File: src/msc_pkg.sv
package msc_pkg;

  // ----------------------------------------------------------------
  // register map
  // ----------------------------------------------------------------
  localparam logic [6:0] ADDR_MODE_SUPPLY = 7'h01;
  localparam logic [6:0] ADDR_HW_CONFIG   = 7'h02;
  localparam logic [7:0] MODE_RESET_VAL   = 8'h00;
  localparam logic [7:0] HW_RESET_VAL     = 8'h00;
  localparam logic [7:0] READ_ZERO        = 8'h00;
  // restart keeps bits 5,1,0 of the mode register
  localparam logic [7:0] MODE_RESTART_KEEP = 8'h23;
  // restart keeps bits 7,6,4,3,0 of the hardware register
  localparam logic [7:0] HW_RESTART_KEEP   = 8'hD9;
  // soft reset keeps bits 7 and 3 of the hardware register
  localparam logic [7:0] HW_SOFT_KEEP      = 8'h88;
  // reserved bit 2 of the hardware register
  localparam logic [7:0] HW_WRITE_MASK     = 8'hFB;

  // ----------------------------------------------------------------
  // serial frame
  // ----------------------------------------------------------------
  localparam logic [4:0] FRAME_BITS  = 5'h10;
  localparam logic [4:0] ADDR_BITS   = 5'h08;
  localparam logic [4:0] ADDR_LAST   = 5'h07;
  localparam logic [7:0] SPI_STATUS  = 8'h00;

  // ----------------------------------------------------------------
  // timing
  // ----------------------------------------------------------------
  localparam int CLK_MHZ     = 50;
  localparam int SOFT_RST_NS = 2000;
  localparam int SOFT_RST_CYC_I = (SOFT_RST_NS * CLK_MHZ + 999) / 1000;
  localparam logic [7:0] SOFT_RST_CYC = SOFT_RST_CYC_I[7:0];
  localparam logic [7:0] CNT_ONE      = 8'h01;
  localparam logic [1:0] WD_CNT_ONE   = 2'h1;
  localparam logic [1:0] WD_CNT_TWO   = 2'h2;

  // ----------------------------------------------------------------
  // types
  // ----------------------------------------------------------------
  typedef enum logic [1:0] {
    MSC_NORMAL     = 2'h0,
    MSC_SLEEP      = 2'h1,
    MSC_STOP       = 2'h2,
    MSC_SOFT_RESET = 2'h3
  } msc_mode_e;

  typedef enum logic [1:0] {
    MSC_SR_OFF        = 2'h0,
    MSC_SR_NORMAL     = 2'h1,
    MSC_SR_NORM_STOP  = 2'h2,
    MSC_SR_ALWAYS     = 2'h3
  } msc_second_e;

  typedef enum logic {
    MSC_SEQ_IDLE = 1'b0,
    MSC_SEQ_SOFT = 1'b1
  } msc_seq_e;

  typedef struct packed {
    msc_mode_e   chip_mode;
    logic        third_reg_enable;
    msc_second_e second_reg_ctrl;
    logic        primary_ov_restart_en;
    logic [1:0]  primary_reset_threshold;
  } msc_mode_reg_s;

  typedef struct packed {
    logic third_reg_voltage_sel;
    logic soft_reset_no_rst_out;
    logic fail_out_sw_activate;
    logic third_reg_keep_on_uv;
    logic third_reg_load_share;
    logic reserved;
    logic third_reg_share_in_stop;
    logic wd_first_fail_cfg;
  } msc_hw_reg_s;

  typedef struct packed {
    logic       wr;
    logic [6:0] addr;
    logic [7:0] data;
  } msc_cmd_s;

  typedef struct packed {
    logic       second_reg_on;
    logic       third_reg_on;
    logic       third_reg_voltage_sel;
    logic       third_reg_load_share;
    logic       third_reg_share_in_stop;
    logic [1:0] primary_reset_threshold;
  } msc_supply_s;

endpackage

File: src/msc_spi_frame.sv
`timescale 1ns/1ps
`default_nettype none

module msc_spi_frame
(
  input  wire logic             i_mclk,
  input  wire logic             i_nrst,
  input  wire logic             i_ce,
  input  wire logic             i_csn,
  input  wire logic             i_sclk,
  input  wire logic             i_sdi,
  output logic                  o_sdo,
  output logic                  o_sdo_oe,
  output logic [6:0]            o_addr,
  input  wire logic [7:0]       i_rdata,
  output msc_pkg::msc_cmd_s     o_cmd,
  output logic                  o_cmd_valid
);

  // ----------------------------------------------------------------
  // state
  // ----------------------------------------------------------------
  typedef struct packed {
    logic        sclk;
    logic        csn;
    logic [4:0]  cnt;
    logic [15:0] rx;
    logic [7:0]  tx;
  } msc_frm_s;

  msc_frm_s s_q;
  msc_frm_s s_d;
  logic     rise;
  logic     done;

  assign rise = i_sclk & ~s_q.sclk & ~i_csn;
  // frame counts only if sixteen or more clocks came before deselect
  assign done = i_csn & ~s_q.csn & (s_q.cnt == msc_pkg::FRAME_BITS);

  always_comb
  begin
    s_d      = s_q;
    s_d.sclk = i_sclk;
    s_d.csn  = i_csn;
    if (i_csn)
    begin
      s_d.cnt = '0;
      s_d.tx  = msc_pkg::SPI_STATUS;
    end
    else if (rise)
    begin
      // lsb first: bits 6:0 address, bit 7 access, then data
      s_d.rx = {i_sdi, s_q.rx[15:1]};
      if (s_q.cnt != msc_pkg::FRAME_BITS)
        s_d.cnt = s_q.cnt + 5'h01;
      // old contents captured before any write lands
      if (s_q.cnt == msc_pkg::ADDR_LAST)
        s_d.tx = i_rdata;
      else
        s_d.tx = {1'b0, s_q.tx[7:1]};
    end
  end

  always_ff @(posedge i_mclk or negedge i_nrst)
  begin
    if (!i_nrst)
    begin
      s_q <= '{sclk: 1'b0, csn: 1'b1, cnt: 5'h00, rx: 16'h0000, tx: 8'h00};
    end
    else if (i_ce)
    begin
      s_q <= s_d;
    end
  end

  // address of the byte being clocked in, valid at the eighth edge
  // seven address bits already shifted in; i_sdi holds the access bit here
  assign o_addr      = (s_q.cnt == msc_pkg::ADDR_LAST) ? s_q.rx[15:9]
                                                       : s_q.rx[6:0];
  assign o_cmd.wr    = s_q.rx[7];
  assign o_cmd.addr  = s_q.rx[6:0];
  assign o_cmd.data  = s_q.rx[15:8];
  assign o_cmd_valid = done & i_ce;
  assign o_sdo       = s_q.tx[0];
  assign o_sdo_oe    = ~i_csn;

endmodule

`default_nettype wire

File: src/msc_mode_supply_regs.sv
`timescale 1ns/1ps
`default_nettype none

module msc_mode_supply_regs
(
  input  wire logic                i_mclk,
  input  wire logic                i_nrst,
  input  wire logic                i_ce,
  input  wire logic                i_spi_csn,
  input  wire logic                i_spi_sclk,
  input  wire logic                i_spi_sdi,
  output logic                     o_spi_sdo,
  output logic                     o_spi_sdo_oe,
  input  wire msc_pkg::msc_mode_e  i_cur_mode,
  input  wire logic                i_fail_safe,
  input  wire logic                i_restart_entry,
  input  wire logic                i_overtemp,
  input  wire logic                i_vs_uv,
  input  wire logic                i_primary_ov,
  input  wire logic                i_primary_ov_flag_clr,
  input  wire logic                i_wd_trig_fail,
  input  wire logic                i_failure_flag,
  output msc_pkg::msc_mode_e       o_mode_req,
  output logic                     o_mode_req_valid,
  output msc_pkg::msc_supply_s     o_supply,
  output logic                     o_primary_ov_flag,
  output logic                     o_ov_restart_req,
  output logic                     o_wd_restart_req,
  output logic                     o_soft_reset_active,
  output logic                     o_reset_output_n,
  output logic                     o_failure_outputs
);

  // ----------------------------------------------------------------
  // state
  // ----------------------------------------------------------------
  typedef struct packed {
    msc_pkg::msc_mode_reg_s mode;
    msc_pkg::msc_hw_reg_s   hw;
    msc_pkg::msc_seq_e      seq;
    logic [7:0]             soft_cnt;
    logic                   rst_out_n;
    logic                   ov_flag;
    logic                   ov_req;
    logic [1:0]             wd_cnt;
    logic                   wd_req;
    msc_pkg::msc_mode_e     req;
    logic                   req_valid;
    msc_pkg::msc_supply_s   sup;
    logic                   fail_out;
  } msc_state_s;

  msc_state_s             s_q;
  msc_state_s             s_d;
  logic [6:0]             rd_addr;
  logic [7:0]             rdata;
  msc_pkg::msc_cmd_s      cmd;
  logic                   cmd_valid;
  msc_pkg::msc_mode_reg_s wmode;
  msc_pkg::msc_hw_reg_s   whw;

  // ----------------------------------------------------------------
  // serial front end
  // ----------------------------------------------------------------
  msc_spi_frame u_frame
  (
    .i_mclk      (i_mclk),
    .i_nrst      (i_nrst),
    .i_ce        (i_ce),
    .i_csn       (i_spi_csn),
    .i_sclk      (i_spi_sclk),
    .i_sdi       (i_spi_sdi),
    .o_sdo       (o_spi_sdo),
    .o_sdo_oe    (o_spi_sdo_oe),
    .o_addr      (rd_addr),
    .i_rdata     (rdata),
    .o_cmd       (cmd),
    .o_cmd_valid (cmd_valid)
  );

  // ----------------------------------------------------------------
  // read mux
  // ----------------------------------------------------------------
  always_comb
  begin
    if (rd_addr == msc_pkg::ADDR_MODE_SUPPLY)
      rdata = s_q.mode;
    else if (rd_addr == msc_pkg::ADDR_HW_CONFIG)
      rdata = s_q.hw & msc_pkg::HW_WRITE_MASK;
    else
      rdata = msc_pkg::READ_ZERO;
  end

  assign wmode = cmd.data;
  assign whw   = cmd.data & msc_pkg::HW_WRITE_MASK;

  // ----------------------------------------------------------------
  // next state
  // ----------------------------------------------------------------
  always_comb
  begin
    s_d           = s_q;
    s_d.req_valid = 1'b0;
    s_d.wd_req    = 1'b0;

    // serial writes
    if (cmd_valid && cmd.wr)
    begin
      if (cmd.addr == msc_pkg::ADDR_MODE_SUPPLY)
      begin
        s_d.mode.third_reg_enable        = wmode.third_reg_enable;
        s_d.mode.second_reg_ctrl         = wmode.second_reg_ctrl;
        s_d.mode.primary_ov_restart_en   = wmode.primary_ov_restart_en;
        s_d.mode.primary_reset_threshold = wmode.primary_reset_threshold;
        // stop cannot go to sleep by command; field keeps old code
        if (!(i_cur_mode == msc_pkg::MSC_STOP && wmode.chip_mode == msc_pkg::MSC_SLEEP))
        begin
          s_d.mode.chip_mode = wmode.chip_mode;
          s_d.req            = wmode.chip_mode;
          s_d.req_valid      = (wmode.chip_mode != msc_pkg::MSC_SOFT_RESET);
        end
        if (wmode.chip_mode == msc_pkg::MSC_SOFT_RESET && s_q.seq == msc_pkg::MSC_SEQ_IDLE)
        begin
          s_d.seq       = msc_pkg::MSC_SEQ_SOFT;
          s_d.soft_cnt  = msc_pkg::SOFT_RST_CYC;
          // reset output behaviour follows the setting in force now
          s_d.rst_out_n = s_q.hw.soft_reset_no_rst_out;
        end
      end
      else if (cmd.addr == msc_pkg::ADDR_HW_CONFIG)
      begin
        s_d.hw = whw;
      end
    end

    // soft reset sequencer
    case (s_q.seq)
      msc_pkg::MSC_SEQ_IDLE:
      begin
        s_d.soft_cnt = s_d.soft_cnt;
      end
      msc_pkg::MSC_SEQ_SOFT:
      begin
        s_d.soft_cnt = s_q.soft_cnt - msc_pkg::CNT_ONE;
        if (s_q.soft_cnt == msc_pkg::CNT_ONE)
        begin
          s_d.seq       = msc_pkg::MSC_SEQ_IDLE;
          s_d.rst_out_n = 1'b1;
          s_d.mode      = msc_pkg::MODE_RESET_VAL;
          s_d.hw        = s_q.hw & msc_pkg::HW_SOFT_KEEP;
          s_d.wd_cnt    = '0;
          s_d.req       = msc_pkg::MSC_NORMAL;
          s_d.req_valid = 1'b1;
        end
      end
      default:
      begin
        s_d.seq = msc_pkg::MSC_SEQ_IDLE;
      end
    endcase

    // overtemperature switches the second regulator off
    if (i_overtemp)
      s_d.mode.second_reg_ctrl = msc_pkg::MSC_SR_OFF;

    // restart entry: hardware owns these fields over any write
    if (i_restart_entry)
    begin
      s_d.mode           = s_q.mode & msc_pkg::MODE_RESTART_KEEP;
      s_d.mode.chip_mode = msc_pkg::MSC_NORMAL;
      s_d.mode.second_reg_ctrl = msc_pkg::MSC_SR_OFF;
      s_d.hw             = s_q.hw & msc_pkg::HW_RESTART_KEEP;
      s_d.hw.fail_out_sw_activate = 1'b0;
      s_d.wd_cnt         = '0;
    end

    // overvoltage flag: set wins over clear
    if (i_primary_ov)
      s_d.ov_flag = 1'b1;
    else if (i_primary_ov_flag_clr)
      s_d.ov_flag = 1'b0;
    s_d.ov_req = i_primary_ov & s_q.mode.primary_ov_restart_en;

    // watchdog failures tolerated before restart
    if (i_wd_trig_fail && !i_restart_entry)
    begin
      if (s_q.hw.wd_first_fail_cfg || s_q.wd_cnt == msc_pkg::WD_CNT_ONE)
      begin
        s_d.wd_req = 1'b1;
        s_d.wd_cnt = '0;
      end
      else
      begin
        s_d.wd_cnt = msc_pkg::WD_CNT_ONE;
      end
    end

    // second regulator by mode
    case (s_q.mode.second_reg_ctrl)
      msc_pkg::MSC_SR_OFF:       s_d.sup.second_reg_on = 1'b0;
      msc_pkg::MSC_SR_NORMAL:    s_d.sup.second_reg_on = (i_cur_mode == msc_pkg::MSC_NORMAL);
      msc_pkg::MSC_SR_NORM_STOP: s_d.sup.second_reg_on = (i_cur_mode == msc_pkg::MSC_NORMAL) ||
                                                         (i_cur_mode == msc_pkg::MSC_STOP);
      msc_pkg::MSC_SR_ALWAYS:    s_d.sup.second_reg_on = ~i_fail_safe;
      default:                   s_d.sup.second_reg_on = 1'b0;
    endcase

    // third regulator
    s_d.sup.third_reg_on = s_q.mode.third_reg_enable &
                           ~(i_vs_uv & ~s_q.hw.third_reg_keep_on_uv);
    s_d.sup.third_reg_voltage_sel   = s_q.hw.third_reg_voltage_sel;
    s_d.sup.third_reg_load_share    = s_q.hw.third_reg_load_share;
    s_d.sup.third_reg_share_in_stop = s_q.hw.third_reg_share_in_stop;
    s_d.sup.primary_reset_threshold = s_q.mode.primary_reset_threshold;

    // failure outputs follow the software bit or the failure flag input
    s_d.fail_out = s_q.hw.fail_out_sw_activate | i_failure_flag;
  end

  // ----------------------------------------------------------------
  // registers
  // ----------------------------------------------------------------
  always_ff @(posedge i_mclk or negedge i_nrst)
  begin
    if (!i_nrst)
    begin
      s_q.mode      <= msc_pkg::MODE_RESET_VAL;
      s_q.hw        <= msc_pkg::HW_RESET_VAL;
      s_q.seq       <= msc_pkg::MSC_SEQ_IDLE;
      s_q.soft_cnt  <= '0;
      s_q.rst_out_n <= 1'b1;
      s_q.ov_flag   <= 1'b0;
      s_q.ov_req    <= 1'b0;
      s_q.wd_cnt    <= '0;
      s_q.wd_req    <= 1'b0;
      s_q.req       <= msc_pkg::MSC_NORMAL;
      s_q.req_valid <= 1'b0;
      s_q.sup       <= '0;
      s_q.fail_out  <= 1'b0;
    end
    else if (i_ce)
    begin
      s_q <= s_d;
    end
  end

  // ----------------------------------------------------------------
  // outputs
  // ----------------------------------------------------------------
  assign o_mode_req          = s_q.req;
  assign o_mode_req_valid    = s_q.req_valid;
  assign o_supply            = s_q.sup;
  assign o_primary_ov_flag   = s_q.ov_flag;
  assign o_ov_restart_req    = s_q.ov_req;
  assign o_wd_restart_req    = s_q.wd_req;
  assign o_soft_reset_active = (s_q.seq == msc_pkg::MSC_SEQ_SOFT);
  assign o_reset_output_n    = s_q.rst_out_n;
  assign o_failure_outputs   = s_q.fail_out;

endmodule

`default_nettype wire

File: config.mk
export PLATFORM = sky130hd
export DESIGN_NAME = msc_mode_supply_regs
export DESIGN_NICKNAME = d
export VERILOG_FILES = /design/src/msc_pkg.sv /design/src/msc_spi_frame.sv /design/src/msc_mode_supply_regs.sv
export SDC_FILE = /design/constraint.sdc
export NUM_CORES = 1
export LEC_CHECK = 0
export ABC_CLOCK_PERIOD_IN_PS = 4970
export BUFFER_PORTS_ARGS = -buffer_cell sky130_fd_sc_hd__clkbuf_2
export CELL_PAD_IN_SITES_DETAIL_PLACEMENT = 1
export CELL_PAD_IN_SITES_GLOBAL_PLACEMENT = 1
export CORE_UTILIZATION = 52
export CTS_BUF_LIST = sky130_fd_sc_hd__clkbuf_2 sky130_fd_sc_hd__clkbuf_4 sky130_fd_sc_hd__clkbuf_8
export DETAILED_ROUTE_END_ITERATION = 16
export PLACE_DENSITY_LB_ADDON = 0.08
export SYNTH_ARGS = -nofsm -noshare
export SYNTH_HDL_FRONTEND = slang
export SYNTH_SLANG_ARGS = --single-unit
File: constraint.sdc
create_clock -name i_mclk -period 4.97 [get_ports i_mclk]
set_input_delay 0.7455 -clock i_mclk [delete_from_list [all_inputs] [get_ports i_mclk]]
set_output_delay 0.7455 -clock i_mclk [all_outputs]
set_load 0.05 [all_outputs]
**After elaboration in Yosys (flattened, before gate mapping)**

Cells that the tools add are included.

- Multiplexer cells: 36
- Add/sub/neg operators: 2
- Reductions and logical operators: 22
- Bitwise operators: 17
- Equal/unequal tests: 20

Operators by type and width:

| kind | count |
|---|---|
| 8-bit two-way mux | 7 |
| 17-bit two-way mux | 2 |
| 29-bit two-way mux | 1 |
| 26-bit two-way mux | 1 |
| 10-bit two-way mux | 2 |
| 3-bit two-way mux | 6 |
| 16-bit two-way mux | 1 |
| 8-bit one-hot mux with 2 select lines | 1 |
| 7-bit by 1-bit == test with 1-bit output (second input constant) | 2 |
| 7-bit by 2-bit == test with 1-bit output (second input constant) | 2 |
| 3-bit AND reduction | 4 |
| 2-bit two-way mux | 5 |
| 5-bit two-way mux | 2 |
| 1-bit bitwise AND | 8 |
| 2-bit == test (second input constant) | 4 |
| 8-bit by 1-bit == test with 1-bit output (second input constant) | 1 |
| 2-bit inequality test (second input constant) | 4 |
| 1-bit NOT | 8 |
| 8-bit by 1-bit subtractor with 8-bit output (second input constant) | 1 |
| 7-bit two-way mux | 1 |
| 2-bit by 1-bit == test with 1-bit output (second input constant) | 3 |
| 1-bit two-way mux | 6 |
| 2-bit AND reduction | 3 |
| 2-bit nonzero test | 3 |
| other kinds (13) | 19 |

- Output and inout port bits: 18
- Input port bits: 16
- Register bits: 73

**Longest topological paths before layout**

- Depth after elaboration: 10
- Gate-level depth with buffers: 8
- Gate-level depth less buffers: 7

**Cells and area by module**

A second synthesis with hierarchy kept.

- Cell total of the unflattened synthesis: 378
- Area total of the unflattened synthesis: 3792.4 um^2

By module, submodules not included:

| module | area each (um^2) | cells each | instances | seq. area each (um^2) |
|---|---|---|---|---|
| msc_mode_supply_regs | 2182.1 | 206 | 1 | 1002.2 |
| msc_spi_frame | 1610.3 | 172 | 1 | 777.0 |

**Least setup slack after synthesis**

OpenSTA, ideal clock, no wires.

- Kind: input -> register
- From: input port i_spi_csn
- To: register u_frame.s_q, in the netlist u_frame.o_cmd[0]
- Arrival: 2367 ps
- Path buffers: 3
- Slack: 2478 ps
- Data required time: 4845 ps
- Stages on the path: 6
- Cells stage by stage: buf_2 > inv_1 > and3_1 > clkbuf_1 > clkbuf_1 > mux2_2

- Cells in the longest elaborated chain, start to end: 3

Ends and longest elaborated chain:

| what | line | RTL |
|---|---|---|
| start, declared | msc_mode_supply_regs.sv:9 | `input wire logic i_spi_csn,` |
| 1-bit NOT (no source line) (*) | - |  |
| net o_spi_sdo_oe | msc_mode_supply_regs.sv:13 | `output logic o_spi_sdo_oe,` |
| 1-bit bitwise AND | msc_spi_frame.sv:36 | `assign rise = i_sclk & ~s_q.sclk & ~i_csn;` |
| 3-bit AND reduction (no source line) (*) | - |  |
| end signal, assigned | msc_spi_frame.sv:68 | `s_q <= '{sclk: 1'b0, csn: 1'b1, cnt: 5'h00, rx: 16'h0000, tx: 8'h00};` |
| end, declared | msc_spi_frame.sv:31 | `msc_frm_s s_q;` |

Mark *: on every way through the listed nets, which the timed path passes. The rest lies on a longest branch.
A chain may end at the register's enable or synchronous reset.

**Final worst setup path**

- From: register u_frame.s_q[24] (netlist bit)
- To: register s_q[41] (netlist bit)

- Cells in the longest elaborated chain, start to end: 8

Ends and longest elaborated chain:

| what | line | RTL |
|---|---|---|
| 5-bit == test (*) | msc_spi_frame.sv:38 | `assign done = i_csn & ~s_q.csn & (s_q.cnt == msc_pkg::FRAME_BITS);` |
| 1-bit bitwise AND (*) | msc_spi_frame.sv:38 |  |
| 1-bit bitwise AND (*) | msc_spi_frame.sv:83 | `assign o_cmd_valid = done & i_ce;` |
| 1-bit logical AND (*) | msc_mode_supply_regs.sv:107 | `if (cmd_valid && cmd.wr)` |
| 26-bit two-way mux (*) | msc_mode_supply_regs.sv:107 |  |
| 17-bit two-way mux | msc_mode_supply_regs.sv:145 | `if (s_q.soft_cnt == msc_pkg::CNT_ONE)` |
| 17-bit two-way mux (*) | msc_mode_supply_regs.sv:137 | `case (s_q.seq)` |
| 16-bit two-way mux (*) | msc_mode_supply_regs.sv:167 | `if (i_restart_entry)` |
| end, declared | msc_mode_supply_regs.sv:53 | `msc_state_s s_q;` |

Mark *: on every way between the ends. The rest lies on a longest branch, timed or not. The select of a mux whose other input is x is not followed.

==> metrics.cfg <==
[synth]
yosysWarnings=0
async_flop_share_pct=100
yosysSeqAreaShare_pct=52.0
synth_edf_count=0
synth_flop_cell=dfrtp_1
synthesis.nets=333
synth-seq-cells=71
syn_avg_cell_area_um2=10.9
yosysUniqueCellTypes=52
syn_inst=313
syn_area_mm2=0.00342

[place]
place_congestion=0.794
io_buffers=33
dp_slack_ps=2210
hpwl_um=5360

[min_path]
whs_path_depth=2
min-delay-start=u_frame.o_sdo$_DFFE_PN0P_
min_to=u_frame.o_sdo$_DFFE_PN0P_
min_path_type=reg2reg

[sta]
clock.fmax_ghz=0.384
timing.final.crit_share_pct=52.4
finClkSkew_ps=9.32
min_period_ps=2610
slew_violations=0
finalWorstSetupSlack_ps=2360
worst_pin_slew_ps=951
slew_headroom_pct=36.6
tns_ps=0
setup_viol=0
hold_viol=0
rsz0062_at_grt=false

[global_routing]
grt_pass1_wl_um=13500
grt_pass1_vias=2637
grt_max_degree=72
grt_usage_pct=25.1
use_met2_pct=39.5
grt-ovfl-total=0
met1_usage_pct=34.8
use_met3_pct=3.98
gr-max-usage-layer=met2
grt_antenna_before_repair=0

[clock_network]
clk_latency_ps=350
cts_root_buf=clkbuf_8
cts_setup_buffers=0
htreeDepth=3
cts_made_buffers=9
cts_hold_buf=0
cts_tree=done
cts_resized=0
cts_sinks=71
cts_buffer_depth=2
clk_pin_slew_ps=80

[die]
start_util_pct=53.9
rows=29
pin_count=34
core-area_mm2=0.00635
design.die.area_mm2=0.00691
die_x_um=83.2
chipHeight_um=83.2

[finish]
antennaDiodeCount=0
mostFrequentLayoutCells=69 x dfrtp_1, 32 x clkbuf_2, 27 x nand2_1
finalNetCount=356
fill_cells=697
final_common_cell=dfrtp_1
syn_to_final_growth_pct=10.3
final_layout_size_suffix_gt1_share_pct=25.8

[setup_path]
crit_type=reg2reg
timing.critical_path.max_delay_family=simple AND/OR/NAND/NOR gates
worstRegToRegCells=7
crit_slowest_cell=or4_1
cp_slowest_stage_delay_ps=830
end_kind=flop
path_max_fanout=10
crit_buf_inv=1
crit_required_ps=5210
rr_endpoint=s_q[41]$_DFFE_PN0P_
crit_path_cell_trace=inv_1 -> ha_1 -> nand4bb_1 -> or4_1 -> a21oi_1 -> o21ai_0 -> a22o_1
setup.worst_path.start_class=flop
r2r_slack_ps=2360
worstPathArrival_ps=2840
r2r_start=u_frame.s_q[24]$_DFFE_PN0P_

[run]
maxCapViolations=0

[power_and_ir_drop]
pwr-share-clk_pct=37.2
seq_power_share_pct=51.2
switching_share_pct=29.5
cellPowerDensity_mw_per_mm2=345
ir_drop_mv=0.208
internal-power_mw=0.918
power_mw=1.30
p_switching_mw=0.384
p_comb_share_pct=11.6
p_leak_nw=1.74

[route]
drt_first_pass_iters=4
wirelength_um=7890
antenna_left=0
first_iter_violations=169
via_per_inst=6.01
detail_route.wl_per_cell_um=18.9
vias=2512
drc=0

[run_status]
outcome=finished, final reports clean

[cells by family (layout without fill, tap and decap cells)]
logic type | after synthesis | count (layout) | synth area share (%)
AND/OR/NAND/NOR | 89 | 89 | 15.8
buffers and inverters | 39 | 67 | 5.59
XOR/XNOR | 4 | 4 | 1.02
multiplexers | 28 | 28 | 9.13
flip-flops | 71 | 71 | 52.0
adder cells (fa/ha/maj) | 4 | 4 | 1.46
AO/OA/AOI/OAI | 78 | 78 | 15.0
[cell usage after synthesis (all sizes together), types with 4 or more instances]
library cell | instances | share of area (%)
nand2b | 4 | 0.73
o21ai | 26 | 3.8
ha | 4 | 1.5
nor3 | 7 | 1.5
clkbuf | 10 | 1.1
nor4b | 4 | 1.9
a32o | 4 | 1.2
nand3 | 9 | 1.3
a221oi | 6 | 1.5
inv | 16 | 1.8
nor2 | 12 | 1.3
o22ai | 6 | 1.1
mux2 | 26 | 8.5
buf | 13 | 2.7
dfrtp | 69 | 50
a22o | 8 | 2.0
nand2 | 27 | 3.0
nor4 | 5 | 1.4
a21oi | 15 | 2.2
[state kept, by name, indices dropped and copies added (netlist names), 2 cells and up]
name / cells
o_supply: 7
u_frame.o_cmd: 16
s_d: 5
o_mode_req: 2
s_q: 19
u_frame.s_q: 14
[how the worst max path moves through the flow]
stage / start / endpoint / slack, ps / cells after the start
after global routing: u_frame.s_q[24]$_DFFE_PN0P_ / o_mode_req[1]$_DFFE_PN0P_ / 2160 / 7
after detailed placement: i_spi_csn / s_q[41]$_DFFE_PN0P_ / 2210 / 6
after CTS: u_frame.s_q[24]$_DFFE_PN0P_ / s_q[41]$_DFFE_PN0P_ / 2380 / 7
after global placement: i_ce / u_frame.o_cmd[13]$_DFFE_PN0P_ / 2250 / 4
after floorplan: i_spi_csn / u_frame.o_cmd[0]$_DFFE_PN0P_ / 2480 / 6
final: u_frame.s_q[24]$_DFFE_PN0P_ / s_q[41]$_DFFE_PN0P_ / 2360 / 7
[cell type report]
| class | count | area, um^2 | share of cell area [%] |
|---|---|---|---|
| flip-flops and latches | 71 | 1780 | 47.1 |
| well taps | 77 | 96.3 | 2.55 |
| multi-input cells | 203 | 1450 | 38.5 |
| inverters | 16 | 60.1 | 1.59 |
| clock inverters | 6 | 68.8 | 1.82 |
| repair buffers | 35 | 180 | 4.77 |
| clock buffers | 10 | 138 | 3.64 |
[stage by stage]
step,instance area (um^2),hold WS [ps],util [%],std cells
global placement,3570,461,56.2,402
finish,3780,488,59.5,418
global route,3780,520,59.5,418
detailed placement,3570,470,56.2,402
CTS,3780,488,59.5,418
floorplan,3420,445,-,313
[power by group through the flow]
stage               combinational, mW  clock [mW]  sequential (mW)
global placement                0.147           0            0.674
detailed placement              0.151           0            0.677
CTS                             0.152       0.491            0.666
floorplan                       0.105           0            0.667
global route                    0.166       0.509            0.673
finish                          0.151       0.484            0.667
[metal layers]
layer	vias to the layer above	routed length (um)
li1	1176	-
met1	1272	3660
met2	48	3740
met3	16	302
met4	0	193
met5	-	0
[worst reg2reg max path: stages, from the launching register on]
cell,delay (ps)
dfrtp_1,390
inv_1,130
ha_1,170
nand4bb_1,290
or4_1,830
a21oi_1,310
o21ai_0,150
a22o_1,230
No activity file was read; power rests on OpenSTA's default activity.
